**src/dmb_pkg.sv**
```systemverilog
// Constants for the data memory bank and indirect access block.
// Assumes a single core clock; the execution unit drives one access a cycle.
// What this block does
// - Special registers sit in data memory from address zero upward.
// - Unused locations between special and general memory read as zero.
// - Naming a window register acts on the location its pointer holds.
// - Window zero reaches bank 0 only; window one reaches banks 0 and 1.
// - A pointer aimed at a window reads zero and ignores writes.
// - Both pointers are real registers, readable and writable.
// - Small variants ignore pointer bit 7 and read it back as one.
// - Bank pointer value 00 selects bank 0, value 01 bank 1.
// - Window zero always targets bank 0 whatever the bank pointer holds.
// - Bank 1 holds only the EEPROM control register.
// - EEPROM control at 40H bank 1, reached via window one with bank 1.
// - Resets clear bank selection, except watchdog reset in power-down.
// - Special register area is decoded for direct access whatever the bank; window one in bank 1 does not reach it.
// - Direct addressed accesses always go to bank 0.
// - Accumulator takes ALU results; moves between registers pass through it.
// - Writing program counter low byte jumps within the current page.
// - Writing program counter low byte inserts one dummy cycle, unless the write lands in a dummy cycle.
package dmb_pkg;
    localparam logic [7:0] ADR_WIN0   = 8'h00;
    localparam logic [7:0] ADR_PTR0   = 8'h01;
    localparam logic [7:0] ADR_WIN1   = 8'h02;
    localparam logic [7:0] ADR_PTR1   = 8'h03;
    localparam logic [7:0] ADR_BANK   = 8'h04;
    localparam logic [7:0] ADR_ACC    = 8'h05;
    localparam logic [7:0] ADR_PCL    = 8'h06;
    localparam logic [7:0] ADR_EEPROM_CONTROL_WINDOW   = 8'h40;
    localparam logic [7:0] ZERO_BYTE  = 8'h00;
    localparam logic [7:0] BANK0_VAL  = 8'h00;
    localparam logic [7:0] BANK1_VAL  = 8'h01;
    localparam logic [7:0] PTR_TOPBIT = 8'h80;
    localparam int         TOP_BIT    = 7;
    typedef enum logic [1:0] {
        DMB_RUN   = 2'b00,
        DMB_DUMMY = 2'b01
    } dmb_state_t;
endpackage
```
**src/dmb_addr_map.sv**
```systemverilog
`timescale 1ns/1ps
// Address resolver: turns a named address into an effective address and bank.
// Assumes the pointers are already masked for the variant in use.
module dmb_addr_map (
    input  wire logic [7:0] addr,
    input  wire logic [7:0] ptr0,
    input  wire logic [7:0] ptr1,
    input  wire logic       bank_one,
    output logic      [7:0] eff_addr,
    output logic            eff_bank,
    output logic            eff_null
);
    // Window references take the pointer as address, same cycle as direct
    always_comb begin
        eff_addr = addr;
        eff_bank = 1'b0;
        eff_null = 1'b0;
        if (addr == dmb_pkg::ADR_WIN0) begin
            eff_addr = ptr0;
            eff_bank = 1'b0;
        end else if (addr == dmb_pkg::ADR_WIN1) begin
            eff_addr = ptr1;
            eff_bank = bank_one;
        end
        // Windows are not physical, so aiming a pointer at one goes nowhere
        if ((addr == dmb_pkg::ADR_WIN0 || addr == dmb_pkg::ADR_WIN1) &&
            (eff_addr == dmb_pkg::ADR_WIN0 ||
             eff_addr == dmb_pkg::ADR_WIN1)) begin
            eff_null = 1'b1;
        end
    end
endmodule // dmb_addr_map

```
**src/dmb_bank.sv**
```systemverilog
`timescale 1ns/1ps
// Data memory bank with special registers, indirect windows and bank pointer.
// Assumes the execution unit issues at most one read or write per cycle and
// that the ALU result arrives on ALU_RESULT with ALU_VALID.
module dmb_bank #(
    parameter int  SFR_END   = 8'h20,
    parameter int  GPR_START = 8'h40,
    parameter int  GPR_WORDS = 192,
    parameter int  PC_WIDTH  = 11,
    parameter bit  SMALL_RAM = 1'b1
) (
    input  wire logic                CLK,
    input  wire logic                RST,
    input  wire logic                WDT_PD_RESET,
    input  wire logic [7:0]          ADDR,
    input  wire logic                RD_EN,
    input  wire logic                WR_EN,
    input  wire logic [7:0]          WR_DATA,
    input  wire logic                ALU_VALID,
    input  wire logic [7:0]          ALU_RESULT,
    input  wire logic                PC_ADVANCE,
    output logic      [7:0]          RD_DATA,
    output logic      [7:0]          ACC_OUT,
    output logic      [7:0]          EE_CTRL_OUT,
    output logic                     EE_CTRL_WR,
    output logic                     BANK_ONE,
    output logic      [PC_WIDTH-1:0] PC_OUT,
    output logic                     DUMMY_CYCLE
);
    logic [7:0] ptr0_reg;
    logic [7:0] ptr1_reg;
    logic [7:0] bank_reg;
    logic [7:0] acc_reg;
    logic [7:0] eeprom_control_window_reg;
    logic [7:0] rd_next;
    logic [7:0] eff_addr;
    logic       eff_bank;
    logic       eff_null;
    logic [7:0] ptr0_view;
    logic [7:0] ptr1_view;
    logic [7:0] gpr_mem [GPR_WORDS];
    logic       wr_ok;
    logic       pcl_write;

    // Pointer top bit: a constant one on small variants
    function automatic logic [7:0] ptr_view(input logic [7:0] v);
        return SMALL_RAM ? (v | dmb_pkg::PTR_TOPBIT) : v;
    endfunction

    // True when the address lies in general memory
    function automatic logic in_gpr(input logic [7:0] a);
        return (a >= 8'(GPR_START)) &&
               (int'(a) < GPR_START + GPR_WORDS);
    endfunction

    assign ptr0_view = ptr_view(ptr0_reg);
    assign ptr1_view = ptr_view(ptr1_reg);

    dmb_addr_map u_map (
        .addr     (ADDR),
        .ptr0     (ptr0_view),
        .ptr1     (ptr1_view),
        .bank_one (BANK_ONE),
        .eff_addr (eff_addr),
        .eff_bank (eff_bank),
        .eff_null (eff_null)
    );

    assign BANK_ONE  = (bank_reg == dmb_pkg::BANK1_VAL);
    assign wr_ok     = WR_EN && !eff_null;
    assign pcl_write = wr_ok && !eff_bank &&
                       eff_addr == dmb_pkg::ADR_PCL;

    // Memory pointers are ordinary writable storage
    always_ff @(posedge CLK or posedge RST) begin
        if (RST) begin
            ptr0_reg <= dmb_pkg::ZERO_BYTE;
            ptr1_reg <= dmb_pkg::ZERO_BYTE;
        end else if (wr_ok && !eff_bank) begin
            if (eff_addr == dmb_pkg::ADR_PTR0) begin
                ptr0_reg <= WR_DATA;
            end
            if (eff_addr == dmb_pkg::ADR_PTR1) begin
                ptr1_reg <= WR_DATA;
            end
        end
    end

    // Bank pointer survives only a watchdog reset taken in power-down.
    // That reset must come in as WDT_PD_RESET, never as RST.
    always_ff @(posedge CLK or posedge RST) begin
        if (RST) begin
            bank_reg <= dmb_pkg::BANK0_VAL;
        end else if (WDT_PD_RESET) begin
            bank_reg <= bank_reg;
        end else if (wr_ok && !eff_bank &&
                     eff_addr == dmb_pkg::ADR_BANK) begin
            bank_reg <= WR_DATA;
        end
    end

    // Accumulator takes every ALU result; a bus write loads it only in a cycle without ALU_VALID
    always_ff @(posedge CLK or posedge RST) begin
        if (RST) begin
            acc_reg <= dmb_pkg::ZERO_BYTE;
        end else if (ALU_VALID) begin
            acc_reg <= ALU_RESULT;
        end else if (wr_ok && !eff_bank &&
                     eff_addr == dmb_pkg::ADR_ACC) begin
            acc_reg <= WR_DATA;
        end
    end

    // EEPROM control lives alone in bank 1; direct address cannot reach it
    always_ff @(posedge CLK or posedge RST) begin
        if (RST) begin
            eeprom_control_window_reg   <= dmb_pkg::ZERO_BYTE;
            EE_CTRL_WR <= 1'b0;
        end else begin
            EE_CTRL_WR <= 1'b0;
            if (wr_ok && eff_bank && eff_addr == dmb_pkg::ADR_EEPROM_CONTROL_WINDOW) begin
                eeprom_control_window_reg   <= WR_DATA;
                EE_CTRL_WR <= 1'b1;
            end
        end
    end

    // General memory exists in bank 0 only; bank 1 writes elsewhere drop
    always_ff @(posedge CLK) begin
        if (wr_ok && !eff_bank && in_gpr(eff_addr)) begin
            gpr_mem[int'(eff_addr) - GPR_START] <= WR_DATA;
        end
    end

    // Read mux: special area decoded in bank 0 only; bank 1 decodes just EEPROM control
    always_comb begin
        rd_next = dmb_pkg::ZERO_BYTE;
        if (eff_null) begin
            rd_next = dmb_pkg::ZERO_BYTE;
        end else if (eff_bank) begin
            if (eff_addr == dmb_pkg::ADR_EEPROM_CONTROL_WINDOW) begin
                rd_next = eeprom_control_window_reg;
            end
        end else if (eff_addr < 8'(SFR_END)) begin
            case (eff_addr)
                dmb_pkg::ADR_PTR0: rd_next = ptr0_view;
                dmb_pkg::ADR_PTR1: rd_next = ptr1_view;
                dmb_pkg::ADR_BANK: rd_next = bank_reg;
                dmb_pkg::ADR_ACC:  rd_next = acc_reg;
                dmb_pkg::ADR_PCL:  rd_next = PC_OUT[7:0];
                default:           rd_next = dmb_pkg::ZERO_BYTE;
            endcase
        end else if (in_gpr(eff_addr)) begin
            rd_next = gpr_mem[int'(eff_addr) - GPR_START];
        end
    end

    // Read data registered so direct and indirect reads have equal latency
    always_ff @(posedge CLK or posedge RST) begin
        if (RST) begin
            RD_DATA <= dmb_pkg::ZERO_BYTE;
        end else if (RD_EN) begin
            RD_DATA <= rd_next;
        end
    end

    assign ACC_OUT     = acc_reg;
    assign EE_CTRL_OUT = eeprom_control_window_reg;

    dmb_pc_low #(
        .PC_WIDTH (PC_WIDTH)
    ) u_pcl (
        .CLK         (CLK),
        .RST         (RST),
        .pcl_write   (pcl_write),
        .pcl_wdata   (WR_DATA),
        .pc_advance  (PC_ADVANCE),
        .pc_reg      (PC_OUT),
        .dummy_cycle (DUMMY_CYCLE)
    );
endmodule // dmb_bank

```
**src/dmb_pc_low.sv**
```systemverilog
`timescale 1ns/1ps
// Program counter low byte register with page-local jump and dummy cycle.
// Assumes the sequencer holds fetch while DUMMY_CYCLE is high.
module dmb_pc_low #(
    parameter int PC_WIDTH = 11
) (
    input  wire logic                CLK,
    input  wire logic                RST,
    input  wire logic                pcl_write,
    input  wire logic [7:0]          pcl_wdata,
    input  wire logic                pc_advance,
    output logic      [PC_WIDTH-1:0] pc_reg,
    output logic                     dummy_cycle
);
    dmb_pkg::dmb_state_t state_reg;

    // Write keeps the upper page bits, so the jump never leaves the page
    always_ff @(posedge CLK or posedge RST) begin
        if (RST) begin
            pc_reg <= '0;
        end else if (pcl_write) begin
            pc_reg <= {pc_reg[PC_WIDTH-1:8], pcl_wdata};
        end else if (pc_advance && state_reg == dmb_pkg::DMB_RUN) begin
            pc_reg <= pc_reg + 1'b1;
        end
    end

    // One inserted cycle after each low-byte write made outside a dummy cycle
    always_ff @(posedge CLK or posedge RST) begin
        if (RST) begin
            state_reg <= dmb_pkg::DMB_RUN;
        end else begin
            case (state_reg)
                dmb_pkg::DMB_RUN:   if (pcl_write) begin
                    state_reg <= dmb_pkg::DMB_DUMMY;
                end
                dmb_pkg::DMB_DUMMY: state_reg <= dmb_pkg::DMB_RUN;
                default:            state_reg <= dmb_pkg::DMB_RUN;
            endcase
        end
    end

    assign dummy_cycle = (state_reg == dmb_pkg::DMB_DUMMY);
endmodule // dmb_pc_low

```
**config.mk**
```make
export PLATFORM = sky130hd
export DESIGN_NAME = dmb_bank
export DESIGN_NICKNAME = d
export VERILOG_FILES = /design/src/dmb_pkg.sv /design/src/dmb_addr_map.sv /design/src/dmb_bank.sv /design/src/dmb_pc_low.sv
export SDC_FILE = /design/constraint.sdc
export NUM_CORES = 2
export LEC_CHECK = 0
export ABC_AREA = 1
export BUFFER_PORTS_ARGS = -buffer_cell sky130_fd_sc_hd__buf_2
export CAP_MARGIN = 15
export CORE_ASPECT_RATIO = 2
export CORE_MARGIN = 4
export CORE_UTILIZATION = 30
export CTS_CLUSTER_SIZE = 12
export DETAILED_ROUTE_END_ITERATION = 7
export SLEW_MARGIN = 20
export SYNTH_ARGS = -nofsm -noshare
export SYNTH_HDL_FRONTEND = slang
export SYNTH_SLANG_ARGS = --single-unit
```
**constraint.sdc**
```tcl
create_clock -name CLK -period 3.6 [get_ports CLK]
set_input_delay 0.18 -clock CLK [delete_from_list [all_inputs] [get_ports CLK]]
set_output_delay 0.18 -clock CLK [all_outputs]
set_load 0.01 [all_outputs]
```
## Word-level counts from Yosys, hierarchy flattened

Memory sizes are Yosys's and may differ from the RTL's.
Cells that the tools add are included.

- Magnitude comparators: 2
- Reductions and logical operators: 23
- Bitwise logic cells: 2
- Add/subtract/negate cells: 2
- Eq/ne operators: 11
- Multiplexer cells: 20

Operators with widths:

| kind | count |
|---|---|
| 2-to-1 mux 8 bit | 11 |
| case mux 8 bit (5 select lines) | 1 |
| equality test 8 x 2 -> 1 bit, second input constant | 3 |
| equality test 8 x 3 -> 1 bit, second input constant | 3 |
| equality test 8 x 1 -> 1 bit, second input constant | 2 |
| logical NOT 8 bit | 2 |
| adder 11 x 1 -> 11 bit, second input constant | 1 |
| logical AND 1 bit | 10 |
| equality test 8 x 7 -> 1 bit, second input constant | 1 |
| >= comparator 8 x 7 -> 1 bit, second input constant | 1 |
| < comparator 8 x 6 -> 1 bit, second input constant | 1 |
| AND reduction 2 bit | 4 |
| subtractor 8 x 7 -> 8 bit, second input constant | 1 |
| 2-to-1 mux 1 bit | 6 |
| 2-to-1 mux 2 bit | 2 |
| nonzero test 2 bit | 2 |
| equality test 2 x 1 -> 1 bit, second input constant | 1 |
| logical NOT 1 bit | 2 |
| logical NOT 2 bit | 1 |
| logical OR 1 bit | 2 |
| != test 2 bit, second input constant | 1 |
| NOT 1 bit | 2 |

- RAM bits: 1536
- Register bits: 60
- Logic and storage cells: 71
- Memories: 1
- Input port bits: 31

Memory list:

| memory | words | width | rd ports | clocked after Yosys merged registers in | wr ports | line | text |
|---|---|---|---|---|---|---|---|
| gpr_mem | 192 | 8 | 1 | 0 | 1 | dmb_bank.sv:41 | `logic [7:0] gpr_mem [GPR_WORDS];` |

## Longest topological paths before layout

- Word-level depth: 13
- Depth in mapped cells: 24

## Cells and area by module

From an unflattened synthesis, not the netlist that was laid out.

- Cell total of the unflattened synthesis: 5571
- Area, all modules: 64431.8 um^2

By module, submodules not included:

| module | cells each | times used | area each (um^2) |
|---|---|---|---|
| dmb_bank | 5418 | 1 | 63367.0 |
| dmb_pc_low | 102 | 1 | 749.5 |
| dmb_addr_map | 51 | 1 | 315.3 |

## Worst setup path before layout

Ideal clock, no wire load.

- Path type: input -> register
- From: input port ADDR[0]
- To: memory gpr_mem[156][0] (enable)
- Setup slack: 0.242 ns
- Setup time: 0.370 ns
- Cell stages on the path: 19
- Buffers on the path: 3
- Arrival time: 2.988 ns
- Cell sequence: inv_2 nand2_1 nor2_2 nand2_2 inv_2 nand2_1 a22oi_1 buf_2 clkinv_1 ha_1 inv_1 nor2_4 nand4_1 nand3_1 a21oi_2 buf_6 nand3_2 buf_2 nor2_1

- Longest elaborated chain between the ends: 13
- Elaborated cells on any way between the ends: 21

RTL lines:

| element | line | text |
|---|---|---|
| from (decl) | dmb_bank.sv:15 | `input wire logic [7:0] ADDR,` |
| equality test 8 x 2 -> 1 bit | dmb_addr_map.sv:21, dmb_addr_map.sv:26 |  |
| 2-to-1 mux 8 bit | dmb_addr_map.sv:21 | `end else if (addr == dmb_pkg::ADR_WIN1) begin` |
| 2-to-1 mux 8 bit | dmb_addr_map.sv:18 | `if (addr == dmb_pkg::ADR_WIN0) begin` |
| equality test 8 x 2 -> 1 bit / logical NOT 8 bit (equally long branches) | dmb_addr_map.sv:28, dmb_addr_map.sv:27 |  |
| logical OR 1 bit | dmb_addr_map.sv:27 | `(eff_addr == dmb_pkg::ADR_WIN0 \|\|` |
| logical AND 1 bit | dmb_addr_map.sv:26 | `if ((addr == dmb_pkg::ADR_WIN0 \|\| addr == dmb_pkg::ADR_WIN1) &&` |
| 2-to-1 mux 1 bit | dmb_addr_map.sv:26 |  |
| logical NOT 1 bit | dmb_bank.sv:70 | `assign wr_ok = WR_EN && !eff_null;` |
| logical AND 1 bit | dmb_bank.sv:70 |  |
| logical AND 1 bit (2 in series) | dmb_bank.sv:130 | `if (wr_ok && !eff_bank && in_gpr(eff_addr)) begin` |
| 2-to-1 mux 1 bit | dmb_bank.sv:130 |  |
| 2-to-1 mux 1 bit (not written as such) | dmb_bank.sv:131 | `gpr_mem[int'(eff_addr) - GPR_START] <= WR_DATA;` |
| to (decl) | dmb_bank.sv:41 |  |

Several ways; a longest one is shown, not always the timed one.

## Final worst setup path

- From: register ptr1_reg[5]
- To: memory gpr_mem[134][0] (enable)

- Longest elaborated chain between the ends: 12
- Elaborated cells on any way between the ends: 15

RTL lines:

| element | line | text |
|---|---|---|
| from (decl) | dmb_bank.sv:31 | `logic [7:0] ptr1_reg;` |
| from (signal assigned) | dmb_bank.sv:78 | `ptr1_reg <= dmb_pkg::ZERO_BYTE;` |
| 2-to-1 mux 8 bit (*) | dmb_addr_map.sv:21 |  |
| 2-to-1 mux 8 bit (*) | dmb_addr_map.sv:18 |  |
| equality test 8 x 2 -> 1 bit / logical NOT 8 bit (equally long branches) | dmb_addr_map.sv:28, dmb_addr_map.sv:27 |  |
| logical OR 1 bit | dmb_addr_map.sv:27 |  |
| logical AND 1 bit | dmb_addr_map.sv:26 |  |
| 2-to-1 mux 1 bit | dmb_addr_map.sv:26 |  |
| logical NOT 1 bit | dmb_bank.sv:70 |  |
| logical AND 1 bit | dmb_bank.sv:70 |  |
| logical AND 1 bit (2 in series) | dmb_bank.sv:130 |  |
| 2-to-1 mux 1 bit | dmb_bank.sv:130 |  |
| 2-to-1 mux 1 bit (not written as such) | dmb_bank.sv:131 |  |

Mark *: on every way between the ends. The rest lies on a longest branch, timed or not.

==> impl_summary.md <==
GRT
The largest net degree at the start of global routing is 109. Global routing finished with a remaining overflow of 0. The via count of the first global-routing pass is approximately 52000.

The global router's overall resource usage is about 17%. The first global-routing pass estimated 321 mm of wire. The initial antenna violation count is 2.

Floorplanning
The horizontal die dimension is about 350 um. The number of standard-cell rows in the floorplan is between 200 and 300. The placeable core region is 238000 sq um. The full die area is 248000 sq um. The height of the die is 700 um. For this configuration, the core starts out at a cell density of 30.2%. 69 I/O pins were placed.

Critical path
The worst register-to-register path has a depth of 11. STA classifies the critical path startpoint as a flip-flop. STA classifies the critical path endpoint as a flip-flop. Data on the critical path arrives at its endpoint at 3730 ps. The worst-case register-to-register setup slack is 290 ps. The maximum fanout encountered on the critical timing path is 24. The worst register-to-register path ends at gpr_mem[134][0]$_DFFE_PP_. The critical path is of the flip-flop to flip-flop type. The source of the worst register-to-register timing path is ptr1_reg[5]$_DFFE_PP0P_. The required time of the worst setup path is 4010 ps.

Power
The static leakage is 0.0354 uW. The power per unit of standard cell area is 460 nW/um^2. The maximum vdd drop is 439 uV.

Drt
The first detailed-routing pass took 8 iterations. After detailed routing, the number of remaining DRC violations is 0. The final layout contains routed wiring with a total length of around 220 mm.

The count of nets left with antenna violations once routing finished came out at 0. The count of routing violations after the opening detailed-route iteration is roughly 3700. The routed via count divided by cell count is 4.65. The detailed-route via count is 50700. In the final routed layout, each cell accounts on average for 20.0 um.

Synthesis
The average cell area after synthesis is between 9 and 10 sq um. The synthesized design contains 1595 register bits. The most common cell in the netlist is nand2_1. The fraction of synthesis flops using an asynchronous set or reset pin is 3.70%. Of the synthesized area, sequential elements account for 66.2%. During synthesis, Yosys emitted a total of 0 warnings. The number of different library cells used by synthesis comes to 40. The mapped netlist covers approximately 72000 sq um. The synthesized design contains 1536 enable-type register cells. The number of instances in the synthesized netlist is 7397. The total nets after synthesis is 7434. After synthesis, the most frequently instantiated cells are nand2_1 (2978), edfxtp_1 (1536), inv_1 (885), nor2_1 (605), nand3b_1 (336). The most used flip-flop cell after synthesis is edfxtp_1. The share of the synthesized area in the top cell type is 64.2%. In the post-synthesis netlist, the biggest area contributors are edfxtp_1 (64%), nand2_1 (16%), inv_1 (4.6%).

The largest total area in the synthesized netlist belongs to edfxtp_1.

Timing
Setup repair after global routing left no endpoint under its margin. After layout, the worst path uses 92.0% of the clock period. The worst setup skew after layout is 53.3 ps.

The tightest hold path in the finished design has a slack of 43.7 ps. The worst-margin pin slew is 905 ps. The shortest period the worst path allows is 3310 ps. Adding up every negative setup slack in the final design gives 0 ps.

The number of max-slew violations in the final report is 0. The highest achievable clock rate is 302 MHz. The setup violation total in the final timing report is 0.

The hold violation count in the final report is 0. In this run the tightest slew margin relative to its limit is about two fifths.

Layout
The flip-flop count of the largest register after layout is 1536. Of the cells placed in the final design, the portion with a size suffix greater than 1 is 9.33%. The area growth from synthesis to layout is 15.9%. The post-route standard cell area excluding fillers is around 83000 sq um.

For this run, the post-layout net count is 7723. The filler cells instantiated in the layout total 24000. Across the whole layout, storage elements account for 47600 sq um. The multi-input combinational cell area is 19200 sq um.

Run status
The run finished with clean final reports.

CTS
The insertion delay of the later-clocked pin in the worst-skew pair is 820 ps. TritonCTS built the clock tree. The clock root buffer is clkbuf_16.

The H-tree was split into 4 levels. In this run, CTS created clock tree buffers numbering 159. Counting along the longest clock path gives a buffer depth of 4. After clock tree synthesis, the clock-pin slew on the worst setup and hold paths is approximately 60 ps. The tree built by TritonCTS fans out to roughly 1600 sinks.

Placed design
During placement, the flow inserted port buffers numbering 68. The placed instances occupy a cell area of 78700 sq um. Summed over all nets, the half-perimeter wirelength after detailed placement is 142 mm. The congestion estimate from routability-driven global placement came to ~0.95.

Flow run
The tool flagged a number of max-cap violations equal to 0.

Hold path
The class of the tightest hold or removal check is input pin to async pin.
[how the worst max path moves through the flow]
| stage | startpoint | endpoint | slack (ps) | depth (start not counted) |
|---|---|---|---|---|
| floorplan | ADDR[0] | gpr_mem[156][0]$_DFFE_PP_ | 240 | 19 |
| global placement | ADDR[5] | RD_DATA[6]$_DFFE_PP0P_ | -9 | 25 |
| detailed placement | ADDR[4] | gpr_mem[134][0]$_DFFE_PP_ | 40 | 18 |
| CTS | bank_reg[5]$_DFFE_PP0P_ | ACC_OUT[2]$_DFFE_PP0P_ | 140 | 10 |
| global route | ptr1_reg[6]$_DFFE_PP0P_ | gpr_mem[134][4]$_DFFE_PP_ | 80 | 12 |
| finish | ptr1_reg[5]$_DFFE_PP0P_ | gpr_mem[134][0]$_DFFE_PP_ | 290 | 11 |
[critical path: stages, from the launching register on]
cell     delay (ps)
dfrtp_1         390
inv_1           120
nor2_1           60
nor2_1          150
o21ai_2         110
inv_1           100
nand2_2          80
buf_4           250
inv_1           150
buf_4           250
nand2_1         430
nor2_1          820
[cell usage in the layout, fill, tap and decap left out, types with 2 or more instances in the layout]
| cell type | instances |
|---|---|
| nand2_1 | 2974 |
| edfxtp_1 | 1536 |
| inv_1 | 884 |
| nor2_1 | 605 |
| buf_4 | 346 |
| nand3b_1 | 336 |
| o21ai_0 | 270 |
| nand3_1 | 191 |
| clkbuf_16 | 163 |
| buf_12 | 73 |
| buf_2 | 60 |
| dfrtp_1 | 59 |
| clkbuf_1 | 34 |
| dlygate4sd3_1 | 34 |
| or2_2 | 24 |
| a21oi_1 | 21 |
| o21ai_1 | 15 |
| inv_2 | 12 |
| clkbuf_8 | 8 |
| nand4_1 | 7 |
| nor2_4 | 6 |
| ha_1 | 6 |
| o221ai_1 | 5 |
| o211ai_1 | 5 |
| o311ai_0 | 5 |
| diode_2 | 4 |
| nor2_2 | 4 |
| nand2_2 | 4 |
| clkinv_1 | 4 |
| xor2_1 | 4 |
| nand3_2 | 4 |
| o21ai_2 | 3 |
| xnor2_1 | 3 |
| a21oi_2 | 2 |
| nand2_4 | 2 |
| nor3_1 | 2 |
| clkinv_8 | 2 |
[metrics by stage]
stage | power [uW] | utilization [%] | cells | setup WS, ps
2_1_floorplan | 22300 | - | 7397 | 242
5_1_grt | 39500 | 35.0 | 10900 | 84.1
6_report | 38300 | 35.0 | 10900 | 289
4_1_cts | 38600 | 35.0 | 10900 | 136
3_3_place_gp | 23800 | 33.1 | 10700 | -9.13
3_5_place_dp | 23900 | 33.1 | 10700 | 43.3
[what timing repair did]
item                       in CTS  in global routing
hold buffers                   34                  0
resized for setup               0                  1
hold endpoints to repair      163                  0
setup buffers                   0                  0
setup endpoints to repair       0                  8
[routing by layer]
metal	vias to the layer above	wire, um	global-route usage (%)	share of wire [%]
li1	24100	-	-	-
met1	24400	73000	16.9	33
met2	1650	115000	32.2	53
met3	603	9580	1.74	4.4
met4	0	20700	14.1	9.5
met5	-	0	0	0
[cells by family (layout without fill, tap and decap cells)]
kind of cell | count (synthesis) | after routing | share of synthesized area [%]
fa+ha+maj | 6 | 6 | 0.104
compound gates | 330 | 330 | 2.41
other cells | 1 | 5 | 0.00522
buf+inv | 1294 | 1624 | 7.11
flops | 1595 | 1595 | 66.2
simple gates | 4164 | 4164 | 24.1
xor+xnor | 7 | 7 | 0.0853
[layout make-up]
class | count | share of cell area, %
clock inverter | 5 | 0.0586
inverter | 901 | 4.07
multi-input combinational | 4508 | 23.1
sequential | 1595 | 57.1
tap | 3187 | 4.79
timing repair buffer | 521 | 5.77
antenna | 4 | 0.0120
clock buffer | 197 | 5.05
[report_power, final]
group          total (uW)  internal [uW]  leakage (uW)  switching, uW
clock               14800           8110       0.00207           6700
combinational        3000            842        0.0188           2160
sequential          20500          20400        0.0146           88.4
total               38300          29400        0.0354           8950
No activity file was read; power rests on OpenSTA's default activity.
